--- src/verilog/msr_pkg.sv ---
package msr_pkg;

    // 7-segment display codes per mode
    localparam logic [3:0] DISP_SYNC   = 4'h1;
    localparam logic [3:0] DISP_CFG    = 4'h2;
    localparam logic [3:0] DISP_BUS    = 4'h3;
    localparam logic [3:0] DISP_RUN    = 4'h4;
    localparam logic [3:0] DISP_LOAD   = 4'h5;
    localparam logic [3:0] DISP_ALARM  = 4'ha;
    localparam logic [3:0] DISP_SALARM = 4'he;
    localparam logic [3:0] DISP_FATAL  = 4'hf;

    localparam int CLK_HZ          = 25000000;
    localparam int PULSE_LIMIT_MS  = 3000;
    localparam longint PULSE_LIMIT_CYC_L = longint'(PULSE_LIMIT_MS) * longint'(CLK_HZ) / 1000;
    localparam int PULSE_LIMIT_CYC = int'(PULSE_LIMIT_CYC_L);
    localparam int PCNT_W          = 27;

    localparam int NUM_OUT = 8;
    localparam int NUM_MON = 4;

    typedef enum logic [7:0] {
        ST_SYNC   = 8'h01,
        ST_CFG    = 8'h02,
        ST_BUS    = 8'h04,
        ST_RUN    = 8'h08,
        ST_LOAD   = 8'h10,
        ST_ALARM  = 8'h20,
        ST_SALARM = 8'h40,
        ST_FATAL  = 8'h80
    } msr_mode_type;

    // phase handshakes from the two processor systems
    typedef struct packed {
        logic syncDone;
        logic syncFail;
        logic cfgDone;
        logic cfgFail;
        logic busPresent;
        logic busDone;
        logic busFail;
        logic loadReq;
        logic loadDone;
        logic alarmEvt;
        logic salarmEvt;
        logic fatalEvt;
    } msr_evt_type;

    // per-monitor inputs: kind, limit exceeded, time-limit elapsed
    typedef struct packed {
        logic [NUM_MON-1:0] timeBased;
        logic [NUM_MON-1:0] limitHit;
        logic [NUM_MON-1:0] timeExpired;
    } msr_mon_type;

    typedef struct packed {
        logic [2:0] btnSync;
        logic [2:0] rinSync;
        logic [PCNT_W-1:0] pulseCnt;
        logic pulseLong;
    } msr_rdet_type;

endpackage

--- src/verilog/msr_mode_seq.sv ---
`timescale 1ns/1ps
module msr_mode_seq
    import msr_pkg::*;
(
    input  wire logic                mclk,
    input  wire logic                rst_n,
    input  wire msr_pkg::msr_evt_type evt,
    input  wire logic                resetButton,
    input  wire logic                resetInput,
    input  wire logic                alarmResetEnable,
    input  wire logic [NUM_OUT-1:0]  logicOutputs,
    input  wire msr_pkg::msr_mon_type mon,
    output logic [3:0]               displayCode,
    output logic [NUM_OUT-1:0]       safeOutputs,
    output logic [NUM_MON-1:0]       monTrip,
    output logic                     logicClear,
    output logic                     busInitReq,
    output logic                     loadEnable,
    output logic                     syncActive,
    output logic                     cfgActive
);
    import msr_pkg::*;

    typedef struct packed {
        msr_mode_type mode;
        logic [3:0] disp;
        logic [NUM_OUT-1:0] outs;
        logic [NUM_MON-1:0] trip;
        logic clr;
        logic busReq;
        logic loadEn;
        logic syncAct;
        logic cfgAct;
    } msr_state_type;

    msr_state_type s;
    msr_state_type next_s;
    logic          operatorReset;

    msr_reset_detect u_rdet (
        .mclk             (mclk),
        .rst_n            (rst_n),
        .resetButton      (resetButton),
        .resetInput       (resetInput),
        .alarmResetEnable (alarmResetEnable),
        .runMode          (s.mode == ST_RUN),
        .operatorReset    (operatorReset)
    );

    function automatic logic [3:0] modeCode(input msr_mode_type m);
        case (m)
            ST_SYNC:   modeCode = DISP_SYNC;
            ST_CFG:    modeCode = DISP_CFG;
            ST_BUS:    modeCode = DISP_BUS;
            ST_RUN:    modeCode = DISP_RUN;
            ST_LOAD:   modeCode = DISP_LOAD;
            ST_ALARM:  modeCode = DISP_ALARM;
            ST_SALARM: modeCode = DISP_SALARM;
            default:   modeCode = DISP_FATAL;
        endcase
    endfunction

    logic opClear;
    assign opClear = operatorReset && (s.mode != ST_FATAL);

    always_comb
    begin
        next_s = s;
        next_s.clr = opClear;
        case (s.mode)
            ST_SYNC:
            begin
                if (evt.syncFail)
                    next_s.mode = ST_FATAL;
                else if (evt.syncDone)
                    next_s.mode = ST_CFG;
            end
            ST_CFG:
            begin
                if (evt.cfgFail)
                    next_s.mode = ST_FATAL;
                else if (evt.cfgDone)
                    next_s.mode = ST_BUS;
            end
            ST_BUS:
            begin
                if (evt.busPresent && evt.busFail)
                    next_s.mode = ST_FATAL;
                else if (!evt.busPresent || evt.busDone)
                    next_s.mode = ST_RUN;
            end
            ST_RUN:
            begin
                if (evt.fatalEvt)
                    next_s.mode = ST_FATAL;
                else if (evt.alarmEvt)
                    next_s.mode = ST_ALARM;
                else if (evt.salarmEvt)
                    next_s.mode = ST_SALARM;
                else if (evt.loadReq)
                    next_s.mode = ST_LOAD;
            end
            ST_LOAD:
            begin
                if (evt.fatalEvt)
                    next_s.mode = ST_FATAL;
                else if (evt.loadDone)
                    next_s.mode = ST_SYNC;
            end
            ST_ALARM:
            begin
                // fatal outranks a reset arriving in the same cycle
                if (evt.fatalEvt)
                    next_s.mode = ST_FATAL;
                else if (opClear)
                    next_s.mode = ST_RUN;
            end
            ST_SALARM:
            begin
                if (evt.fatalEvt)
                    next_s.mode = ST_FATAL;
                else if (opClear)
                    next_s.mode = ST_RUN;
            end
            ST_FATAL:
                next_s.mode = ST_FATAL;
            default:
                next_s.mode = ST_FATAL;
        endcase

        // on a reset, process monitors reload from the live limit inputs and time monitors clear
        for (int i = 0; i < NUM_MON; i++)
        begin
            if (opClear)
                next_s.trip[i] = mon.timeBased[i] ? 1'b0 : mon.limitHit[i];
            else if (mon.timeBased[i] ? mon.timeExpired[i] : mon.limitHit[i])
                next_s.trip[i] = 1'b1;
            else if (!mon.timeBased[i])
                next_s.trip[i] = 1'b0;
        end

        next_s.disp    = modeCode(next_s.mode);
        next_s.outs    = (next_s.mode == ST_RUN && !opClear) ? logicOutputs : '0;
        next_s.busReq  = (next_s.mode == ST_BUS) && evt.busPresent;
        next_s.loadEn  = (next_s.mode == ST_LOAD);
        next_s.syncAct = (next_s.mode == ST_SYNC);
        next_s.cfgAct  = (next_s.mode == ST_CFG);
    end

    always_ff @(posedge mclk)
    begin
        if (!rst_n)
        begin
            // power-on clear: the only path out of fatal error
            s <= '{mode: ST_SYNC, disp: DISP_SYNC, default: '0};
        end
        else
            s <= next_s;
    end

    assign displayCode = s.disp;
    assign safeOutputs = s.outs;
    assign monTrip     = s.trip;
    assign logicClear  = s.clr;
    assign busInitReq  = s.busReq;
    assign loadEnable  = s.loadEn;
    assign syncActive  = s.syncAct;
    assign cfgActive   = s.cfgAct;
endmodule

--- src/verilog/msr_reset_detect.sv ---
`timescale 1ns/1ps
module msr_reset_detect
    import msr_pkg::*;
(
    input  wire logic mclk,
    input  wire logic rst_n,
    input  wire logic resetButton,
    input  wire logic resetInput,
    input  wire logic alarmResetEnable,
    input  wire logic runMode,
    output logic      operatorReset
);
    import msr_pkg::*;

    msr_rdet_type r;
    msr_rdet_type next_r;
    logic         next_operatorReset;

    logic btnRise;
    logic rinRise;
    logic rinFall;

    // bit 0 is the first sync stage; only bit 1 reads it
    assign btnRise = r.btnSync[1] & ~r.btnSync[2];
    assign rinRise = r.rinSync[1] & ~r.rinSync[2];
    assign rinFall = ~r.rinSync[1] & r.rinSync[2];

    always_comb
    begin
        next_r = r;
        next_r.btnSync = {r.btnSync[1:0], resetButton};
        next_r.rinSync = {r.rinSync[1:0], resetInput};
        if (rinRise)
        begin
            next_r.pulseCnt = '0;
            next_r.pulseLong = 1'b0;
        end
        else if (r.rinSync[2] && !r.pulseLong)
        begin
            if (r.pulseCnt >= PCNT_W'(PULSE_LIMIT_CYC - 1))
                next_r.pulseLong = 1'b1;
            else
                next_r.pulseCnt = r.pulseCnt + PCNT_W'(1);
        end
        next_operatorReset = btnRise;
        if (alarmResetEnable && rinFall)
        begin
            // outside run the input is not time monitored
            if (!runMode || !r.pulseLong)
                next_operatorReset = 1'b1;
        end
    end

    always_ff @(posedge mclk)
    begin
        if (!rst_n)
        begin
            r <= '0;
            operatorReset <= 1'b0;
        end
        else
        begin
            r <= next_r;
            operatorReset <= next_operatorReset;
        end
    end
endmodule

--- config.mk ---
export PLATFORM = sky130hd
export DESIGN_NAME = msr_mode_seq
export DESIGN_NICKNAME = d
export VERILOG_FILES = /design/src/verilog/msr_pkg.sv /design/src/verilog/msr_mode_seq.sv /design/src/verilog/msr_reset_detect.sv
export SDC_FILE = /design/constraint.sdc
export NUM_CORES = 1
export LEC_CHECK = 0
export ABC_AREA = 1
export ABC_CLOCK_PERIOD_IN_PS = 1500
export BUFFER_PORTS_ARGS = -buffer_cell sky130_fd_sc_hd__buf_2
export CAP_MARGIN = 5
export CORE_ASPECT_RATIO = 0.8
export CORE_MARGIN = 5
export CORE_UTILIZATION = 50
export CTS_CLUSTER_DIAMETER = 120
export CTS_CLUSTER_SIZE = 24
export DETAILED_ROUTE_END_ITERATION = 16
export PLACE_DENSITY = 0.74
export SLEW_MARGIN = 0
export SYNTH_ARGS = -nofsm -noshare
export SYNTH_HDL_FRONTEND = slang
export SYNTH_SLANG_ARGS = --single-unit
--- constraint.sdc ---
create_clock -name mclk -period 1.5 [get_ports mclk]
set_input_delay 0.15 -clock mclk [delete_from_list [all_inputs] [get_ports mclk]]
set_output_delay 0.15 -clock mclk [all_outputs]
set_load 0.02 [all_outputs]
* After elaboration in Yosys (flattened, before gate mapping)
Cells that the tools add are included.
** Storage, ports and cells
- Register bits after elaboration :: 64
- Input bits :: 37
- Output and inout port bits :: 21
- Word-level logic and storage cells :: 101
** Operators by class
- Add/subtract/negate cells :: 1
- Magnitude comparators :: 1
- Equality and inequality tests :: 19
- Mux-type cells :: 38
- Bitwise gates (word level) :: 8
- Reductions and logical operators :: 17
** Operators with widths (count)
- 2-to-1 mux 8 bit :: 14
- one-hot mux 8 bit (6 select lines) :: 1
- one-hot mux 4 bit (7 select lines) :: 1
- adder 27 x 1 -> 27 bit, second input constant :: 1
- greater-or-equal comparator 27 bit, second input constant :: 1
- 2-to-1 mux 1 bit :: 22
- == test 8 x 1 -> 1 bit, second input constant :: 2
- == test 8 x 2 -> 1 bit, second input constant :: 2
- == test 8 x 3 -> 1 bit, second input constant :: 2
- == test 8 x 4 -> 1 bit, second input constant :: 2
- == test 8 x 5 -> 1 bit, second input constant :: 2
- == test 8 x 6 -> 1 bit, second input constant :: 2
- == test 8 x 7 -> 1 bit, second input constant :: 2
- != test 3 x 1 -> 1 bit, second input constant :: 4
- != test 8 bit, second input constant :: 1
- logical AND 1 bit :: 6
- AND reduction 2 bit :: 3
- NOT 1 bit :: 5
- logical NOT 1 bit :: 4
- OR reduction 2 bit :: 2
- AND 1 bit :: 3
- logical OR 1 bit :: 2

* Depth between registers and ports, before layout
- Word-level depth :: 8
- Mapped depth :: 11
- Depth with buffers taken out :: 11

* By module
From an unflattened synthesis, not the netlist that was laid out.
** Second synthesis, totals
- Cell total of the unflattened synthesis :: 578
- Area total of the unflattened synthesis :: 3756.1 um2
** By module, submodules not included
- msr_reset_detect :: instances 1, cells each 334, area each 2006.9 um2, sequential area each 700.7 um2
- msr_mode_seq :: instances 1, cells each 244, area each 1749.2 um2, sequential area each 580.6 um2

* Least setup slack after synthesis
OpenSTA, ideal clock, no wires.
- Path kind :: register -> register
- From :: register u_rdet.r[1] in the netlist's numbering
- To :: register u_rdet.r[18] in the netlist's numbering
- Library setup time :: 143 ps
- Data arrival time :: 1415 ps
- Required time :: 1357 ps
- Slack :: -58 ps
- Stages on the path, launching flop included :: 12
- Path buffers :: 1
- Clock period less this slack :: 1558 ps
- Cell sequence :: dfxtp_1 ha_1 inv_1 nor2_4 nand2_1 nor2_2 nand2_2 nand3_4 nor2_8 buf_12 nand2_2 a21oi_2
** On the way
- Cells in the longest elaborated chain, start to end :: 3
- Elaborated cells between the ends (all ways) :: 4
- Those cells by class :: add/sub: 1; order compare: 1; bitwise: 1; reduce/logical: 1
** Ends and longest elaborated chain
- start, declared :: RTL line msr_reset_detect.sv:15 : msr_rdet_type r;
- start signal, assigned :: RTL line msr_reset_detect.sv:63 : r <= next_r;
- greater-or-equal comparator 27 bit :: RTL line msr_reset_detect.sv:40 : if (r.pulseCnt >= PCNT_W'(PULSE_LIMIT_CYC - 1))
- NOT 1 bit (no source line)
- AND reduction 2 bit (no source line)
Several ways; a longest one is shown, not always the timed one.
A chain may end at the register's enable or synchronous reset.

* Worst setup path after layout
- From :: register u_rdet.r[5] in the netlist's numbering
- To :: register u_rdet.r[6] in the netlist's numbering
Same word-level chain as after synthesis.

==> flow_summary_export.csv <==
group,metric,value,unit
status,status,"finished, violations left",
status,violations,"negative setup slack",
layout,fin_nets,752,
worst_setup_path,worstSetupPathType,"reg2reg",
cts,path_clk_slew,0.08,ns
global_routing,first_global_vias,3944,
sta,slew-limit-headroom,0.595,
die,die_w,107,microns
synthesis,avgSynthCellArea,6.59,sq um
drt,wl,14000,microns
layout,fillers,443,
drt,vias,4518,
worst_setup_path,crit_required,1.75,ns
worst_setup_path,arrival,2.05,ns
sta,layout_min_cycle_time,1.79,ns
cts,cts_tree,"built",
global_routing,overflow,0,
sta,setup_viol,45,
synthesis,synth_cell_types,35,
layout,drive_above_1_share,0.513,
placed_design,pre_cts_ws,-0.264,ns
worst_setup_path,crit_path_end_kind,"register",
layout,design_area,0.00576,sq mm
global_routing,grt.total_usage,0.236,
sta,fin_crit_sh,1.20,
cts,insertion_delay,0.35,ns
synthesis,synth_nets,614,
die,core,0.00739,sq mm
die,initial_core_util,0.513,
hold_path,hold_class,"in2reg",
drt,postRouteAntennaNets,0,
synthesis,synth_ff_type,"dfxtp_1",
synthesis,synth-warning-count,0,
cts,cts_buffers,9,
cts,cts_max_level,3,
synthesis,synth-async-reset-ratio,0,
drt,drt-pass1-iter-count,8,
sta,hold_violations,0,
global_routing,grt_max_degree,27,
placed_design,gp_congestion,0.972,
placed_design,portBuffers,57,
synthesis,synth_edf_count,0,
synthesis,synth_area_leader_cell,"dfxtp_1",
sta,clock.fmax,557,MHz
die,ios,58,
placed_design,dp_cells,788,
drt,drtIter0Drc,456,
die,dieHeight,87.9,microns
placed_design,postPlaceCellArea,0.00461,sq mm
cts,cts_buffer_depth,2,
synthesis,synth_area_leaders,"dfxtp_1, nand2_1, nor2_1",
drt,drc,0,
synthesis,yosysSeqAreaShare,0.338,
power,p_per_area,661,mW/mm^2
layout,syn_to_final_growth,51.7,%
drt,wl_per_cell,17.0,microns
sta,worstMarginPinSlew,0.607,ns
layout,diodes,0,
sta,tns,-6.42,ns
cts,clkSinkCount,64,
global_routing,antenna_found_initial,0,
sta,clock_skew,0.0166,ns
die,num_rows,28,
power,ir_drop,671,uV
sta,fin_ws,-0.294,ns
synthesis,yosysTopAreaCellShare,0.338,
worst_setup_path,cp_max_fo,14,
synthesis,synthesis.area,0.00379,sq mm
cts,clockRootBuffer,"clkbuf_8",
power,p_leak,2.64,nW
synthesis,synthCells,576,
synthesis,synth_common_cells,"nand2_1, nor2_1, dfxtp_1",
worst_setup_path,critPathLaunchType,"register",
job,drv_cap,0,
sta,grt_setup_unrepaired,"yes",
sta,slew_violations,0,
synthesis,synth.most_common_cell,"nand2_1",
layout,final_cells,823,
placed_design,dpl.hpwl,7710,microns
synthesis,ys_ff_latch,64,
global_routing,grt_pass1_wl,17700,microns
drt,viasPerCell,5.49,
die,dieArea,0.00944,sq mm
[layout by cell type, fill, tap and decap left out, types with 23 or more instances in the layout]
master,synthesis,layout
a21oi_2,19,24
buf_2,1,57
buf_4,16,67
dfxtp_1,64,40
inv_1,61,53
nand2_1,163,129
nand2_2,21,35
nor2_1,105,52
nor2_2,3,37
nor2_4,3,23
[logic make-up (layout without fill, tap and decap cells)]
family,count (synthesis),count (layout),share of synthesized area
AOI/OAI and AO/OA,58,58,0.104
xor gates and xnor gates,19,19,0.0439
adders and majority gates,1,1,0.00330
buffers and inverters,91,232,0.119
DFF,64,64,0.338
and+or+nand+nor,343,344,0.393
[final timing paths]
check,endpoint,from,slack (ns),cells after the start
hold / removal,safeOutputs[4],logicOutputs[4],0.02,3
setup / recovery,u_rdet.r[6],u_rdet.r[5],-0.29,9
setup reg to reg,u_rdet.r[6],u_rdet.r[5],-0.29,9
hold reg to reg,u_rdet.next_r[30],u_rdet.next_r[29],0.41,2
[stage by stage]
| stage | total power (W) | utilization | hold WS, ns |
|---|---|---|---|
| after detailed placement | 0.00208 | 0.624 | 0.335 |
| after global placement | 0.00207 | 0.624 | 0.329 |
| after global routing | 0.00391 | 0.779 | 0.0201 |
| after CTS | 0.00372 | 0.702 | 0.0136 |
| final | 0.00380 | 0.779 | 0.0168 |
| after floorplan | 0.00197 | - | 0.248 |
[area by class of cell]
type,count,area [sq um],area share
multi-input cells,422,2690,0.468
flip-flops and latches,64,1320,0.230
repair buffers,151,1150,0.200
inverters,66,250,0.0435
well taps,105,131,0.0228
clock buffers,9,124,0.0215
clock inverters,6,85.1,0.0148
[sequential cells by signal (all words and copies together) (netlist names)]
name,flops
cfgActive,1
u_rdet.r,30
busInitReq,1
s,8
syncActive,1
logicClear,1
u_rdet.operatorReset,1
u_rdet.next_r,4
monTrip,4
safeOutputs,8
loadEnable,1
displayCode,4
[timing repair]
item                                    in CTS  in global routing
endpoints found under the setup margin      45                 55
gates resized for setup                     59                162
pin swaps                                   13                 37
endpoints found under the hold margin        6                  0
gates cloned                                 1                  1
setup buffers                                7                  5
hold buffers                                 6                  0
[report_power, final]
group	switching (W)	internal [W]	leakage [nW]
registers	0.0000182	0.00172	0.533
clock network	0.000704	0.000920	0.101
logic	0.000269	0.000172	2.01
[routing by layer]
| metal | share of wire | vias up | track usage |
|---|---|---|---|
| met5 | 0 | - | 0 |
| met2 | 0.44 | 343 | 0.386 |
| li1 | - | 2053 | - |
| met1 | 0.38 | 2025 | 0.305 |
| met3 | 0.12 | 97 | 0.0693 |
| met4 | 0.060 | 0 | 0.0711 |
[critical path, stage by stage, from the launching register on]
cell and delay [ns]:
dfxtp_1 0.41, nand2_2 0.14, nor2_1 0.16, nand3_1 0.14
nand2_1 0.11, nand2_2 0.09, nand4_4 0.17, buf_12 0.16
nand2_1 0.06, a21oi_1 0.23
No activity file was read; power rests on OpenSTA's default activity.
